==> src/his_pkg.sv <==
/*
 * package for the host interrupt status unit: register offsets, field
 * positions, reset values and the packed state record.
 * assumes a 16-bit register port with byte addresses as printed.
 */
package his_pkg;
   // ****************************************************************
   // register map
   // ****************************************************************
   localparam logic [11:0] HIS_ENABLE_OFS    = 12'h190;
   localparam logic [11:0] HIS_STATUS_OFS    = 12'h192;
   localparam logic [11:0] HIS_THRESH_OFS    = 12'h19C;
   localparam logic [15:0] HIS_ENABLE_RST    = 16'h0000;
   localparam logic [15:0] HIS_STATUS_RST    = 16'h0000;
   localparam logic [15:0] HIS_THRESH_RST    = 16'h0000;
   // ****************************************************************
   // status bit positions
   // ****************************************************************
   localparam int HIS_LINK_BIT    = 15;
   localparam int HIS_TXDONE_BIT  = 14;
   localparam int HIS_RXRDY_BIT   = 13;
   localparam int HIS_TSTAMP_BIT  = 12;
   localparam int HIS_OVRUN_BIT   = 11;
   localparam int HIS_TRIG_BIT    = 10;
   localparam int HIS_TXSTOP_BIT  = 9;
   localparam int HIS_RXSTOP_BIT  = 8;
   localparam int HIS_TXSPACE_BIT = 6;
   localparam int HIS_WFRAME_BIT  = 5;
   localparam int HIS_WREMOTE_BIT = 4;
   localparam int HIS_WLINK_BIT   = 3;
   localparam int HIS_WENERGY_BIT = 2;
   // write-one-clearable flags
   localparam logic [15:0] HIS_W1C_MASK  = 16'hFF40;
   // wake flags, cleared through power management
   localparam logic [15:0] HIS_WAKE_MASK = 16'h003C;
   // enable bits software may write (12 and 10 are derived)
   localparam logic [15:0] HIS_EN_WMASK  = 16'hEBFC;
   localparam int HIS_THRESH_W = 8;
   // power management clear codes in field 5:2
   localparam logic [3:0] HIS_PM_CLR_WFRAME  = 4'h8;
   localparam logic [3:0] HIS_PM_CLR_WREMOTE = 4'h4;
   localparam logic [3:0] HIS_PM_CLR_WLINK   = 4'h2;
   localparam logic [3:0] HIS_PM_CLR_WENERGY = 4'h1;

   // raw event inputs
   typedef struct packed {
      logic link_up;
      logic tx_done;
      logic rx_frame;
      logic rx_overrun;
      logic tx_stopped;
      logic rx_stopped;
      logic tx_space;
      logic wake_frame;
      logic wake_remote;
      logic wake_link;
      logic wake_energy;
      logic rx_thresh_en;
   } his_evt_t;

   // whole state of the unit
   typedef struct packed {
      logic [15:0] status;
      logic [15:0] enable;
      logic [7:0]  thresh;
      logic        link_q;
      logic [11:0] ts_q;
      logic [11:0] trig_q;
      logic [1:0]  egr_q;
      logic        rxthr_q;
      logic        irq;
      logic [15:0] rdata;
   } his_state_t;
endpackage

==> src/his_unit.sv <==
/*
 * host interrupt status unit: latches events into the status register,
 * gates them with the enable register onto the interrupt pin, and holds
 * the receive frame-count threshold.
 * assumes events are synchronous to core_clk and the frame count comes
 * from the queue manager; register port is 16-bit with read/write strobes.
 */
`timescale 1ns/10ps
module his_unit #(
   parameter int TS_UNITS   = 12,
   parameter int TRIG_UNITS = 12
) (
   input  wire logic                  core_clk,
   input  wire logic                  nrst,
   input  wire logic [11:0]           reg_addr,
   input  wire logic                  reg_wr,
   input  wire logic                  reg_rd,
   input  wire logic [15:0]           reg_wdata,
   output logic      [15:0]           reg_rdata,
   input  wire logic                  pm_wr,
   input  wire logic [3:0]            pm_code,
   input  wire his_pkg::his_evt_t     evt,
   input  wire logic [7:0]            rx_frame_cnt,
   input  wire logic [TS_UNITS-1:0]   ts_ready,
   input  wire logic [TS_UNITS-1:0]   ts_enable,
   input  wire logic [1:0]            egress_ts,
   input  wire logic [TRIG_UNITS-1:0] trig_event,
   input  wire logic [TRIG_UNITS-1:0] trig_enable,
   output logic                       irq,
   output logic      [7:0]            rx_threshold
);
   // ****************************************************************
   // state
   // ****************************************************************
   his_pkg::his_state_t s_r, s_nxt;
   logic [15:0] set_v;
   logic [15:0] w1c_v;
   logic [15:0] pm_v;
   logic [15:0] en_v;
   logic        wr_stat, wr_en, wr_thr, rxthr_now;

   // ****************************************************************
   // next-state logic
   // ****************************************************************
   always_comb begin
      s_nxt     = s_r;
      wr_stat   = 1'b0;
      wr_en     = 1'b0;
      wr_thr    = 1'b0;
      // address decode
      if (reg_addr == his_pkg::HIS_STATUS_OFS) begin
         wr_stat = reg_wr;
      end else if (reg_addr == his_pkg::HIS_ENABLE_OFS) begin
         wr_en = reg_wr;
      end else if (reg_addr == his_pkg::HIS_THRESH_OFS) begin
         wr_thr = reg_wr;
      end
      rxthr_now = evt.rx_thresh_en && (s_r.thresh != 8'h00)
                  && (rx_frame_cnt > s_r.thresh);
      // event detection: link on change, timestamp/trigger/threshold on rising edge, rest on level
      set_v = 16'h0000;
      set_v[his_pkg::HIS_LINK_BIT]    = evt.link_up != s_r.link_q;
      set_v[his_pkg::HIS_TXDONE_BIT]  = evt.tx_done;
      set_v[his_pkg::HIS_RXRDY_BIT]   = (evt.rx_frame && !evt.rx_thresh_en)
                                        || (rxthr_now && !s_r.rxthr_q);
      set_v[his_pkg::HIS_TSTAMP_BIT]  = |(ts_ready & ~s_r.ts_q)
                                        || |(egress_ts & ~s_r.egr_q);
      set_v[his_pkg::HIS_OVRUN_BIT]   = evt.rx_overrun;
      set_v[his_pkg::HIS_TRIG_BIT]    = |(trig_event & ~s_r.trig_q);
      set_v[his_pkg::HIS_TXSTOP_BIT]  = evt.tx_stopped;
      set_v[his_pkg::HIS_RXSTOP_BIT]  = evt.rx_stopped;
      set_v[his_pkg::HIS_TXSPACE_BIT] = evt.tx_space;
      set_v[his_pkg::HIS_WFRAME_BIT]  = evt.wake_frame;
      set_v[his_pkg::HIS_WREMOTE_BIT] = evt.wake_remote;
      set_v[his_pkg::HIS_WLINK_BIT]   = evt.wake_link;
      set_v[his_pkg::HIS_WENERGY_BIT] = evt.wake_energy;
      // host clears: write one on w1c bits, reads have no effect
      w1c_v = wr_stat ? (reg_wdata & his_pkg::HIS_W1C_MASK) : 16'h0000;
      pm_v  = 16'h0000;
      pm_v[his_pkg::HIS_WFRAME_BIT]  = pm_wr && pm_code == his_pkg::HIS_PM_CLR_WFRAME;
      pm_v[his_pkg::HIS_WREMOTE_BIT] = pm_wr && pm_code == his_pkg::HIS_PM_CLR_WREMOTE;
      pm_v[his_pkg::HIS_WLINK_BIT]   = pm_wr && pm_code == his_pkg::HIS_PM_CLR_WLINK;
      pm_v[his_pkg::HIS_WENERGY_BIT] = pm_wr && pm_code == his_pkg::HIS_PM_CLR_WENERGY;
      // set wins over a same-cycle clear; reserved bits stay zero
      s_nxt.status = ((s_r.status & ~(w1c_v | pm_v)) | set_v)
                     & (his_pkg::HIS_W1C_MASK | his_pkg::HIS_WAKE_MASK);
      if (wr_en) begin
         s_nxt.enable = reg_wdata & his_pkg::HIS_EN_WMASK;
      end
      if (wr_thr) begin
         s_nxt.thresh = reg_wdata[his_pkg::HIS_THRESH_W-1:0];
      end
      // derived enable bits; next enable so the pin follows an enable write at once
      en_v = s_nxt.enable;
      en_v[his_pkg::HIS_TSTAMP_BIT] = |ts_enable;
      en_v[his_pkg::HIS_TRIG_BIT]   = |trig_enable;
      s_nxt.link_q  = evt.link_up;
      s_nxt.ts_q    = ts_ready;
      s_nxt.trig_q  = trig_event;
      s_nxt.egr_q   = egress_ts;
      s_nxt.rxthr_q = rxthr_now;
      s_nxt.irq     = |(s_nxt.status & en_v);
      // registered read data
      if (!reg_rd) begin
         s_nxt.rdata = 16'h0000;
      end else if (reg_addr == his_pkg::HIS_STATUS_OFS) begin
         s_nxt.rdata = s_r.status;
      end else if (reg_addr == his_pkg::HIS_ENABLE_OFS) begin
         s_nxt.rdata = en_v;
      end else if (reg_addr == his_pkg::HIS_THRESH_OFS) begin
         s_nxt.rdata = {8'h00, s_r.thresh};
      end else begin
         s_nxt.rdata = 16'h0000;
      end
   end

   // ****************************************************************
   // state register
   // ****************************************************************
   always_ff @(posedge core_clk or negedge nrst) begin
      if (!nrst) begin
         s_r <= '{status: his_pkg::HIS_STATUS_RST, enable: his_pkg::HIS_ENABLE_RST,
                  thresh: his_pkg::HIS_THRESH_RST[7:0], default: '0};
      end else begin
         s_r <= s_nxt;
      end
   end

   // outputs straight from flops
   assign irq          = s_r.irq;
   assign reg_rdata    = s_r.rdata;
   assign rx_threshold = s_r.thresh;
endmodule
==> config.mk <==
export PLATFORM = sky130hd
export DESIGN_NAME = his_unit
export DESIGN_NICKNAME = d
export VERILOG_FILES = /design/src/his_pkg.sv /design/src/his_unit.sv
export SDC_FILE = /design/constraint.sdc
export NUM_CORES = 1
export LEC_CHECK = 0
export ABC_CLOCK_PERIOD_IN_PS = 1800
export BUFFER_PORTS_ARGS = -buffer_cell sky130_fd_sc_hd__buf_4
export CAP_MARGIN = 20
export CORE_ASPECT_RATIO = 1.2
export CORE_UTILIZATION = 45
export CTS_BUF_LIST = sky130_fd_sc_hd__clkbuf_4 sky130_fd_sc_hd__clkbuf_8 sky130_fd_sc_hd__clkbuf_16
export CTS_CLUSTER_SIZE = 28
export DETAILED_ROUTE_END_ITERATION = 6
export GPL_ROUTABILITY_DRIVEN = 0
export GPL_TIMING_DRIVEN = 1
export MAX_ROUTING_LAYER = met4
export PLACE_DENSITY = 0.76
export SKIP_LAST_GASP = 1
export SLEW_MARGIN = 20
export SYNTH_ARGS = -nofsm -noshare
export SYNTH_HDL_FRONTEND = slang
export SYNTH_SLANG_ARGS = --single-unit
==> constraint.sdc <==
create_clock -name core_clk -period 1.8 [get_ports core_clk]
set_input_delay 0.18 -clock core_clk [delete_from_list [all_inputs] [get_ports core_clk]]
set_output_delay 0.18 -clock core_clk [all_outputs]
set_load 0.02 [all_outputs]
Yosys cells after proc, flatten, opt, wreduce, memory -nomap -nowiden
Index checks and enable logic that the tools add are counted.

Bitwise operators: 11. Equal/unequal tests: 8. Order comparisons: 1. Muxes and demuxes: 12. Reduce and logical (&&, ||, !) cells: 19.

Operator list (number): $mux W16 (5); $reduce_or A12 Y1 (4); $eq A12 B9 Y1 const B (3); $and A16 B16 Y16 (2); $and A12 B12 Y12 (2); $not A12 Y12 (2); $not A16 Y16 (1); $or A16 B16 Y16 (1); $or A16 B6 Y16 (1); $reduce_or A16 Y1 (1); $gt A8 B8 Y1 (1); $logic_and A1 B1 Y1 (8); $mux W8 (1); $reduce_bool A8 Y1 (1); $mux W1 (6); $eq A4 B1 Y1 const B (1); $eq A4 B2 Y1 const B (1); $eq A4 B3 Y1 const B (1); $eq A4 B4 Y1 const B (1); $and A2 B2 Y2 (1); $logic_not A1 Y1 (2); $logic_or A1 B1 Y1 (2); $not A2 Y2 (1); $reduce_or A2 Y1 (1); $ne A1 B1 Y1 (1).

Register bits after elaboration: 80. Logic and storage cells: 61.

Longest topological paths before layout
Gate-level depths: netlist (run 1).

Depth in word-level cells: 9. Gate-level depth with buffers: 8.

Worst setup path after synthesis (run 1)
No wires, ideal clock.

Path kind: register -> register. From: register s_r, in the netlist rx_threshold[1]. To: register s_r, in the netlist irq. Stages on the path, launching flop included: 9. Buffers on the path: 0. Arrival: 1.687 ns. Library setup time: 0.139 ns. Setup slack: -0.026 ns. Data required time: 1.661 ns. Cell sequence: dfrtp_1 inv_1 ha_1 nor2b_1 o211ai_1 a21oi_1 o311ai_0 a21oi_1 nand4b_1.

RTL lines: from (decl) (RTL line his_unit.sv:35) `his_pkg::his_state_t s_r, s_nxt;`; from (signal assigned) (RTL line his_unit.sv:122) `s_r <= '{status: his_pkg::HIS_STATUS_RST, enable: his_pkg::HIS_ENABLE_RST,`; from (signal assigned) (RTL line his_unit.sv:125) `s_r <= s_nxt;`.

==> Implementation_results.wiki, run 1 <==
{| class="wikitable"
! Metric !! Value
|-
| Status || finished with violations
|-
| Failing checks || design-rule violations, negative setup slack
|-
| Synth unique cells || 47
|-
| Cell type with the highest aggregate area in the netlist || sky130_fd_sc_hd__dfrtp_1
|-
| Wire length of the first global-routing pass || between 15000 and 20000 microns
|-
| Detailed Route WL || about 9500 microns
|-
| Via count || ~3000
|-
| Largest voltage drop on the vdd net || roughly 0.00048 V
|-
| TritonCTS sink count || 80
|-
| Post-DRT Antenna Nets || 0
|-
| Non-filler instance count after layout || between 600 and 700
|-
| Initial detailed-routing violation count || approximately 130
|-
| Syn Inst Count || roughly 340
|-
| Area of all placed cells without fillers || approximately 5300 sq um
|-
| Sequential cell area fraction in the yosys report || a little over half
|-
| Required time of the critical path || roughly 2000 ps
|-
| Static leakage || ~2.7 nW
|-
| Pin count of the biggest net entering global routing || 46
|-
| Number of placed I/O pins || roughly 130
|-
| Number of buffer cells added on primary ports || 131
|-
| Max-cap violations || 0
|-
| Detailed-route wire length per cell || around 16 microns
|-
| Final Hold Violating Endpoints || 0
|-
| Crit path kind || register to register
|-
| Critical Path AT || about 2000 ps
|-
| Time the worst path needs with I/O delays and setup || ~1800 ps
|-
| Count leader, synth || sky130_fd_sc_hd__dfrtp_1
|-
| Area share of the largest cell type after synthesis || between 50% and 60%
|-
| Tcrit/Tclk final || 101%
|-
| Fraction of the mapped netlist area in compound gates || between 10% and 20%
|-
| Site row count || 35
|-
| Reg clk slew, reported paths || 80 ps
|-
| Area share of fa/ha/maj cells after synthesis || between 2 and 3%
|-
| Clk Tree Root Cell || sky130_fd_sc_hd__clkbuf_8
|-
| Total nets after synthesis || approximately 450
|-
| Setup Viol. Count Final || 1
|-
| Worst-case clock buffer depth || 2
|-
| Synthesized area per cell || between 10 and 15 sq um
|-
| Clock latency on the worst-skew pair || roughly 340 ps
|-
| Global-route usage over all layers || 24.4%
|-
| Worst Setup End Kind || register
|-
| Commonest cells post-synth || 80 x sky130_fd_sc_hd__dfrtp_1, 52 x sky130_fd_sc_hd__inv_1, 24 x sky130_fd_sc_hd__buf_4, 23 x sky130_fd_sc_hd__nor2_1, 17 x sky130_fd_sc_hd__o22ai_1
|-
| DRC violations left || 14
|-
| Top cells by area, synth || sky130_fd_sc_hd__dfrtp_1 55%, sky130_fd_sc_hd__inv_1 5.3%, sky130_fd_sc_hd__buf_4 4.9%
|-
| H-tree levels || 3
|-
| Overall overflow remaining after global route || 0
|-
| Placed Cells incl. Taps || ~560
|-
| Worst Setup Start Kind || register
|-
| Detailed placement HPWL || just under 7000 microns
|-
| Dominant combinational cell family by area after synthesis || simple AND/OR/NAND/NOR gates
|-
| Setup repair after global routing missed its margin || true
|-
| Number of global-route vias before repair || roughly 3300
|-
| Power density of the placed cells || approximately 700 nW/um^2
|-
| Number of max-slew violations in the final report || 0
|-
| Summed negative setup slack over all endpoints || -18.7 ps
|-
| Number of iterations in the first detailed-routing pass || 7
|-
| Synthesis-to-finish area growth || 45.8%
|-
| Measured slew at the worst slew-check pin || between 400 and 500 ps
|-
| Maximum operating frequency || 0.550 GHz
|-
| Chip width || around 84 microns
|-
| Placement-stage cell area || roughly 4700 sq um
|-
| Placeable core region || between 7000 and 8000 sq um
|-
| Fill cell instance count of the final layout || 601
|-
| Number of antenna violations at the first check in global routing || 0
|-
| Overall die area || between 8000 and 9000 sq um
|-
| Number of clock buffers inserted by TritonCTS || 9
|-
| Minimum setup slack in the final design || -18.7 ps
|-
| Post-synth EDFFs || 0
|-
| Kind of path behind the tightest hold check || input port to register
|-
| Worst-path fanout max || 3
|-
| Synth Flop Type || sky130_fd_sc_hd__dfrtp_1
|-
| Share of synthesized area spent on multiplexers || roughly 6.2%
|-
| Antenna Diode Count || 0
|-
| Post-synthesis simple-gate area fraction || about 14%
|-
| Power after layout || between 0.003 and 0.004 W
|-
| Seq cells post-synth || 80
|-
| Yosys warning total || 0
|-
| Count of nets after finishing || between 600 and 700
|-
| Mapped Area || 3650 sq um
|-
| Initial Util || a little under half
|-
| Max-slew headroom || about two thirds
|-
| Die height || roughly 100 microns
|-
| Layout cell share with drive strength beyond 1 || approximately 40%
|-
| Post-detailed-route via-to-cell ratio || a little over 5
|-
| Xor and xnor fraction of the mapped netlist area || 0.240%
|-
| Clock tree from TritonCTS || done
|-
| Final clock skew || ~8 ps
|-
| Ys async rst share || between 90% and 100%
|}
sequential cells by signal, indices dropped and copies added, names as in the netlist:
signal and count:
reg_rdata 16, irq 1, rx_threshold 8, s_r 55
routing by layer:
layer	part of all wire (%)	wire, microns	track usage [%]
met5	0	0	-
met4	2.3	222	10.5
met3	4.5	425	3.36
met2	55	5180	43.8
met1	39	3670	27.2
what timing repair did:
item,CTS,global route
setup endpoints to repair,1,2
hold endpoints to repair,62,0
hold buffers,28,0
pin swaps,0,5
gates resized for setup,1,10
buffers inserted,0,3
logic make-up (layout without fill, tap and decap cells):
logic type | after synthesis | in the layout
buf+inv | 81 | 255
xor+xnor | 1 | 1
flops | 80 | 80
simple gates | 85 | 85
mux | 21 | 21
compound gates | 63 | 63
fa+ha+maj | 8 | 8
stage by stage:
stage                     worst slack (ps)  hold slack [ps]  utilization (%)
after floorplan                       56.6             -116                -
after global placement                -121              175             61.2
after detailed placement              -173              172             61.2
after CTS                             -152             19.8             67.8
after global routing                  -134             31.5             68.7
final                                -18.7             37.8             68.7
cell type report:
cell class	instances	area [sq um]	area share [%]
clock buffers	11	145	2.73
clock inverters	5	80.1	1.50
inverters	52	195	3.67
multi-input cells	178	1300	24.4
flip-flops and latches	80	2000	37.6
well taps	92	115	2.16
repair buffers	187	1490	27.9
critical path, cell delays in order (launching register included):
cell and delay [ps]:
sky130_fd_sc_hd__dfrtp_1 370, sky130_fd_sc_hd__inv_1 50, sky130_fd_sc_hd__ha_1 320, sky130_fd_sc_hd__a21oi_2 180, sky130_fd_sc_hd__a21boi_1 120, sky130_fd_sc_hd__o311ai_2 260
sky130_fd_sc_hd__buf_4 170, sky130_fd_sc_hd__a21oi_2 50, sky130_fd_sc_hd__nand4b_1 170
power breakdown:
part / switching, W / internal (W) / leakage, nW
combinational: 0.000185 / 0.000260 / 1.66
clock: 0.000633 / 0.000833 / 0.109
sequential: 0.0000114 / 0.00183 / 0.983
total: 0.000830 / 0.00292 / 2.75
worst paths after layout:
kind | start | to | slack, ps | cells past startpoint
min in group asynchronous | nrst | reg_rdata[11]$_DFF_PN0_ | 330 | 2
max reg2reg | rx_threshold[6]$_DFFE_PN0P_ | irq$_DFF_PN0_ | -20 | 8
min | evt[3] | s_r[73]$_DFF_PN0_ | 40 | 3
max | rx_threshold[6]$_DFFE_PN0P_ | irq$_DFF_PN0_ | -20 | 8
min reg2reg | s_r[56]$_DFF_PN0_ | s_r[56]$_DFF_PN0_ | 500 | 2
max in group asynchronous | nrst | s_r[36]$_DFF_PN0_ | 860 | 3
placed cells by master, fill, tap and decap left out, types with 2 or more instances in the layout:
| cell type | synthesis | layout |
|---|---|---|
| sky130_fd_sc_hd__nand3_1 | 4 | 4 |
| sky130_fd_sc_hd__dfrtp_1 | 80 | 80 |
| sky130_fd_sc_hd__a21o_2 | 2 | 2 |
| sky130_fd_sc_hd__and3_1 | 2 | 2 |
| sky130_fd_sc_hd__o21ai_0 | 9 | 9 |
| sky130_fd_sc_hd__nor2b_1 | 7 | 6 |
| sky130_fd_sc_hd__and4bb_2 | 2 | 2 |
| sky130_fd_sc_hd__nor4_1 | 10 | 8 |
| sky130_fd_sc_hd__buf_4 | 24 | 158 |
| sky130_fd_sc_hd__nor2_1 | 23 | 23 |
| sky130_fd_sc_hd__mux2i_1 | 11 | 11 |
| sky130_fd_sc_hd__nor4_2 | 0 | 2 |
| sky130_fd_sc_hd__a22oi_1 | 8 | 8 |
| sky130_fd_sc_hd__clkinvlp_4 | 0 | 2 |
| sky130_fd_sc_hd__a21boi_1 | 1 | 2 |
| sky130_fd_sc_hd__nand2b_1 | 3 | 3 |
| sky130_fd_sc_hd__a31oi_1 | 2 | 2 |
| sky130_fd_sc_hd__o22ai_1 | 17 | 17 |
| sky130_fd_sc_hd__inv_1 | 52 | 51 |
| sky130_fd_sc_hd__mux2_2 | 9 | 9 |
| sky130_fd_sc_hd__and2_1 | 2 | 2 |
| sky130_fd_sc_hd__clkbuf_8 | 0 | 10 |
| sky130_fd_sc_hd__bufinv_16 | 0 | 2 |
| sky130_fd_sc_hd__a21oi_2 | 0 | 3 |
| sky130_fd_sc_hd__a21oi_1 | 15 | 12 |
| sky130_fd_sc_hd__nand4_1 | 5 | 5 |
| sky130_fd_sc_hd__dlygate4sd3_1 | 0 | 28 |
| sky130_fd_sc_hd__nand2_1 | 11 | 11 |
| sky130_fd_sc_hd__nor3b_1 | 3 | 3 |
| sky130_fd_sc_hd__nand3b_1 | 4 | 4 |
| sky130_fd_sc_hd__ha_1 | 8 | 7 |
No activity file was read; power rests on OpenSTA's default activity.
==> run 2, diff against run 1 <==
--- a/config.mk
+++ b/config.mk
@@ -5,18 +5,20 @@
 export SDC_FILE = /design/constraint.sdc
 export NUM_CORES = 1
 export LEC_CHECK = 0
-export ABC_CLOCK_PERIOD_IN_PS = 1800
+export ABC_CLOCK_PERIOD_IN_PS = 2300
 export BUFFER_PORTS_ARGS = -buffer_cell sky130_fd_sc_hd__buf_4
 export CAP_MARGIN = 20
+export CELL_PAD_IN_SITES_DETAIL_PLACEMENT = 1
+export CELL_PAD_IN_SITES_GLOBAL_PLACEMENT = 1
 export CORE_ASPECT_RATIO = 1.2
-export CORE_UTILIZATION = 45
+export CORE_UTILIZATION = 40
 export CTS_BUF_LIST = sky130_fd_sc_hd__clkbuf_4 sky130_fd_sc_hd__clkbuf_8 sky130_fd_sc_hd__clkbuf_16
 export CTS_CLUSTER_SIZE = 28
 export DETAILED_ROUTE_END_ITERATION = 6
 export GPL_ROUTABILITY_DRIVEN = 0
 export GPL_TIMING_DRIVEN = 1
 export MAX_ROUTING_LAYER = met4
-export PLACE_DENSITY = 0.76
+export PLACE_DENSITY_LB_ADDON = 0.1
 export SKIP_LAST_GASP = 1
 export SLEW_MARGIN = 20
 export SYNTH_ARGS = -nofsm -noshare
==> constraint.sdc (replaced) <==
create_clock -name core_clk -period 2.3 [get_ports core_clk]
set_input_delay 0.23 -clock core_clk [delete_from_list [all_inputs] [get_ports core_clk]]
set_output_delay 0.23 -clock core_clk [all_outputs]
set_load 0.02 [all_outputs]
==> Implementation_results.wiki, run 2 (synthesis gave the netlist of run 1 again) <==
{| class="wikitable"
! Metric !! Value
|-
| Status || completed
|-
| Kind of path behind the tightest hold check || input port to register
|-
| Layout cell share with drive strength beyond 1 || 35.1% (-4.7 points)
|-
| Number of placed I/O pins || 132 (unchanged)
|-
| Crit path kind || register to register
|-
| Detailed Route WL || 9710 microns (+2.3%)
|-
| Setup repair after global routing missed its margin || false
|-
| Initial detailed-routing violation count || 67 (-49%)
|-
| TritonCTS sink count || 80 (unchanged)
|-
| Detailed-route wire length per cell || 16.0 microns (+1.9%)
|-
| Largest voltage drop on the vdd net || 0.000563 V (+18%)
|-
| Time the worst path needs with I/O delays and setup || 2080 ps (+263 ps)
|-
| Setup Viol. Count Final || 0 (-1)
|-
| DRC violations left || 0 (-14)
|-
| Count of nets after finishing || 600 (-3.7%)
|-
| Global-route usage over all layers || 22.6% (-1.8 points)
|-
| Clk Tree Root Cell || sky130_fd_sc_hd__clkbuf_8
|-
| Summed negative setup slack over all endpoints || 0 ps (+18.7 ps)
|-
| Maximum operating frequency || 0.480 GHz (-13%)
|-
| Via count || 3004 (-2.3%)
|-
| Clock tree from TritonCTS || done
|-
| Number of max-slew violations in the final report || 0 (unchanged)
|-
| Worst-path fanout max || 5 (+2)
|-
| Startpoint of the tightest hold check path || evt[1]
|-
| Final core occ || 59.1% (-9.6 points)
|-
| Most frequent standard cell in the layout excluding fill and tap cells || sky130_fd_sc_hd__buf_4
|-
| Max-cap violations || 0 (unchanged)
|-
| Final clock skew || 14.2 ps (+6.16 ps)
|-
| Static leakage || 2.64 nW (-4.0%)
|-
| Die height || 107 microns (+5.9%)
|-
| H-tree levels || 3 (unchanged)
|-
| Final Hold Violating Endpoints || 0 (unchanged)
|-
| Post-detailed-route via-to-cell ratio || 4.95 (-2.6%)
|-
| Post-DRT Antenna Nets || 0 (unchanged)
|-
| Overall overflow remaining after global route || 0 (unchanged)
|-
| Worst R2R Start || rx_threshold[1]$_DFFE_PN0P_
|-
| Reg clk slew, reported paths || 90 ps (about the same)
|-
| Antenna Diode Count || 0 (unchanged)
|-
| Detailed placement HPWL || 7210 microns (+4.4%)
|-
| Initial Util || 42.0% (-5.2 points)
|-
| Tcrit/Tclk final || 90.5% (-11 points)
|-
| Minimum setup slack in the final design || 218 ps (+237 ps)
|-
| Number of global-route vias before repair || 3190 (-3.3%)
|-
| Power density of the placed cells || 582 nW/um^2 (-17%)
|-
| Flip-flop count of the largest register, all copies and words added || 55 (unchanged)
|-
| Critical Path AT || 2300 ps (+280 ps)
|-
| Register name with the most flops || s_r
|-
| Wire length of the first global-routing pass || 15300 microns (+0.31%)
|-
| Synthesis-to-finish area growth || 40.9%
|-
| Worst Setup End Kind || register
|-
| Worst slack at placement || 16.9 ps (+190 ps)
|-
| Placeable core region || 8700 sq um (+12%)
|-
| Measured slew at the worst slew-check pin || 572 ps (+93.5 ps)
|-
| Commonest cells after routing, fill and taps aside || 135 x sky130_fd_sc_hd__buf_4, 80 x sky130_fd_sc_hd__dfrtp_1, 52 x sky130_fd_sc_hd__inv_1, 28 x sky130_fd_sc_hd__dlygate4sd3_1, 23 x sky130_fd_sc_hd__nor2_1
|-
| Worst Setup Start Kind || register
|-
| Number of iterations in the first detailed-routing pass || 4 (-3)
|-
| Number of antenna violations at the first check in global routing || 0 (unchanged)
|-
| Overall die area || 9520 sq um (+12%)
|-
| Required time of the critical path || 2520 ps (+520 ps)
|-
| Max-slew headroom || 61.9% (-6.2 points)
|-
| Non-filler instance count after layout || 607 (+0.33%)
|-
| Placed Cells incl. Taps || 563 (+0.90%)
|-
| Number of buffer cells added on primary ports || 131 (unchanged)
|-
| Clock latency on the worst-skew pair || 350 ps (about the same)
|-
| Power after layout || 0.00300 W (-20%)
|-
| Number of clock buffers inserted by TritonCTS || 9 (unchanged)
|-
| Pin count of the biggest net entering global routing || 45 (-2.2%)
|-
| Chip width || 89.2 microns (+5.9%)
|-
| Site row count || 37 (+5.7%)
|-
| Critical path startpoint || rx_threshold[1]$_DFFE_PN0P_
|-
| Worst-case clock buffer depth || 2 (unchanged)
|}
run 2: worst paths after layout:
check | to | slack [ps] | cells past startpoint
max in group asynchronous | reg_rdata[10]$_DFF_PN0_ | 1270 | 3
worst min register to register | s_r[54]$_DFF_PN0_ | 500 | 1
worst max-delay path | irq$_DFF_PN0_ | 220 | 8
worst max register to register | irq$_DFF_PN0_ | 220 | 8
min in group asynchronous | rx_threshold[3]$_DFFE_PN0P_ | 410 | 2
worst min-delay path | s_r[71]$_DFF_PN0_ | 70 | 2
run 2: layout make-up:
type / count / area [sq um]
clock buffers: 12 / 165
clock inverters: 4 / 73.8
fillers: 985 / 3560
inverters: 52 / 195
multi-input cells: 178 / 1250
flip-flops and latches: 80 / 2000
well taps: 117 / 146
repair buffers: 164 / 1310
run 2: timing repair:
item	CTS	global route
endpoints found under the hold margin	70	0
endpoints found under the setup margin	0	1
hold buffers	28	0
gates resized for setup	0	1
setup buffers	0	0
run 2: critical path, cell delays in order (launching register included):
cell and delay (ps):
sky130_fd_sc_hd__dfrtp_1 450, sky130_fd_sc_hd__inv_1 70, sky130_fd_sc_hd__ha_1 290, sky130_fd_sc_hd__nor2b_1 130
sky130_fd_sc_hd__o211ai_1 150, sky130_fd_sc_hd__a21oi_1 120, sky130_fd_sc_hd__o311ai_1 410, sky130_fd_sc_hd__a21oi_1 140
sky130_fd_sc_hd__nand4b_1 180
run 2: per-layer routing:
layer	share of wire (%)	routed length [microns]	track usage (%)
met2	52	5080	38.2
met3	5.0	483	6.39
met1	41	4000	25.6
met5	0	0	-
met4	1.6	155	7.37
run 2: per-stage QoR:
step	hold slack [ps]	instance area, sq um
2_1_floorplan	-65.6	3650
3_3_place_gp	260	4630
3_5_place_dp	262	4630
4_1_cts	45.8	5150
5_1_grt	37.5	5150
6_report	69.5	5150
run 2: power by group:
part | internal, W | switching, W
logic | 0.000193 | 0.000136
registers | 0.00143 | 0.00000980
clock network | 0.000703 | 0.000524
total | 0.00233 | 0.000669
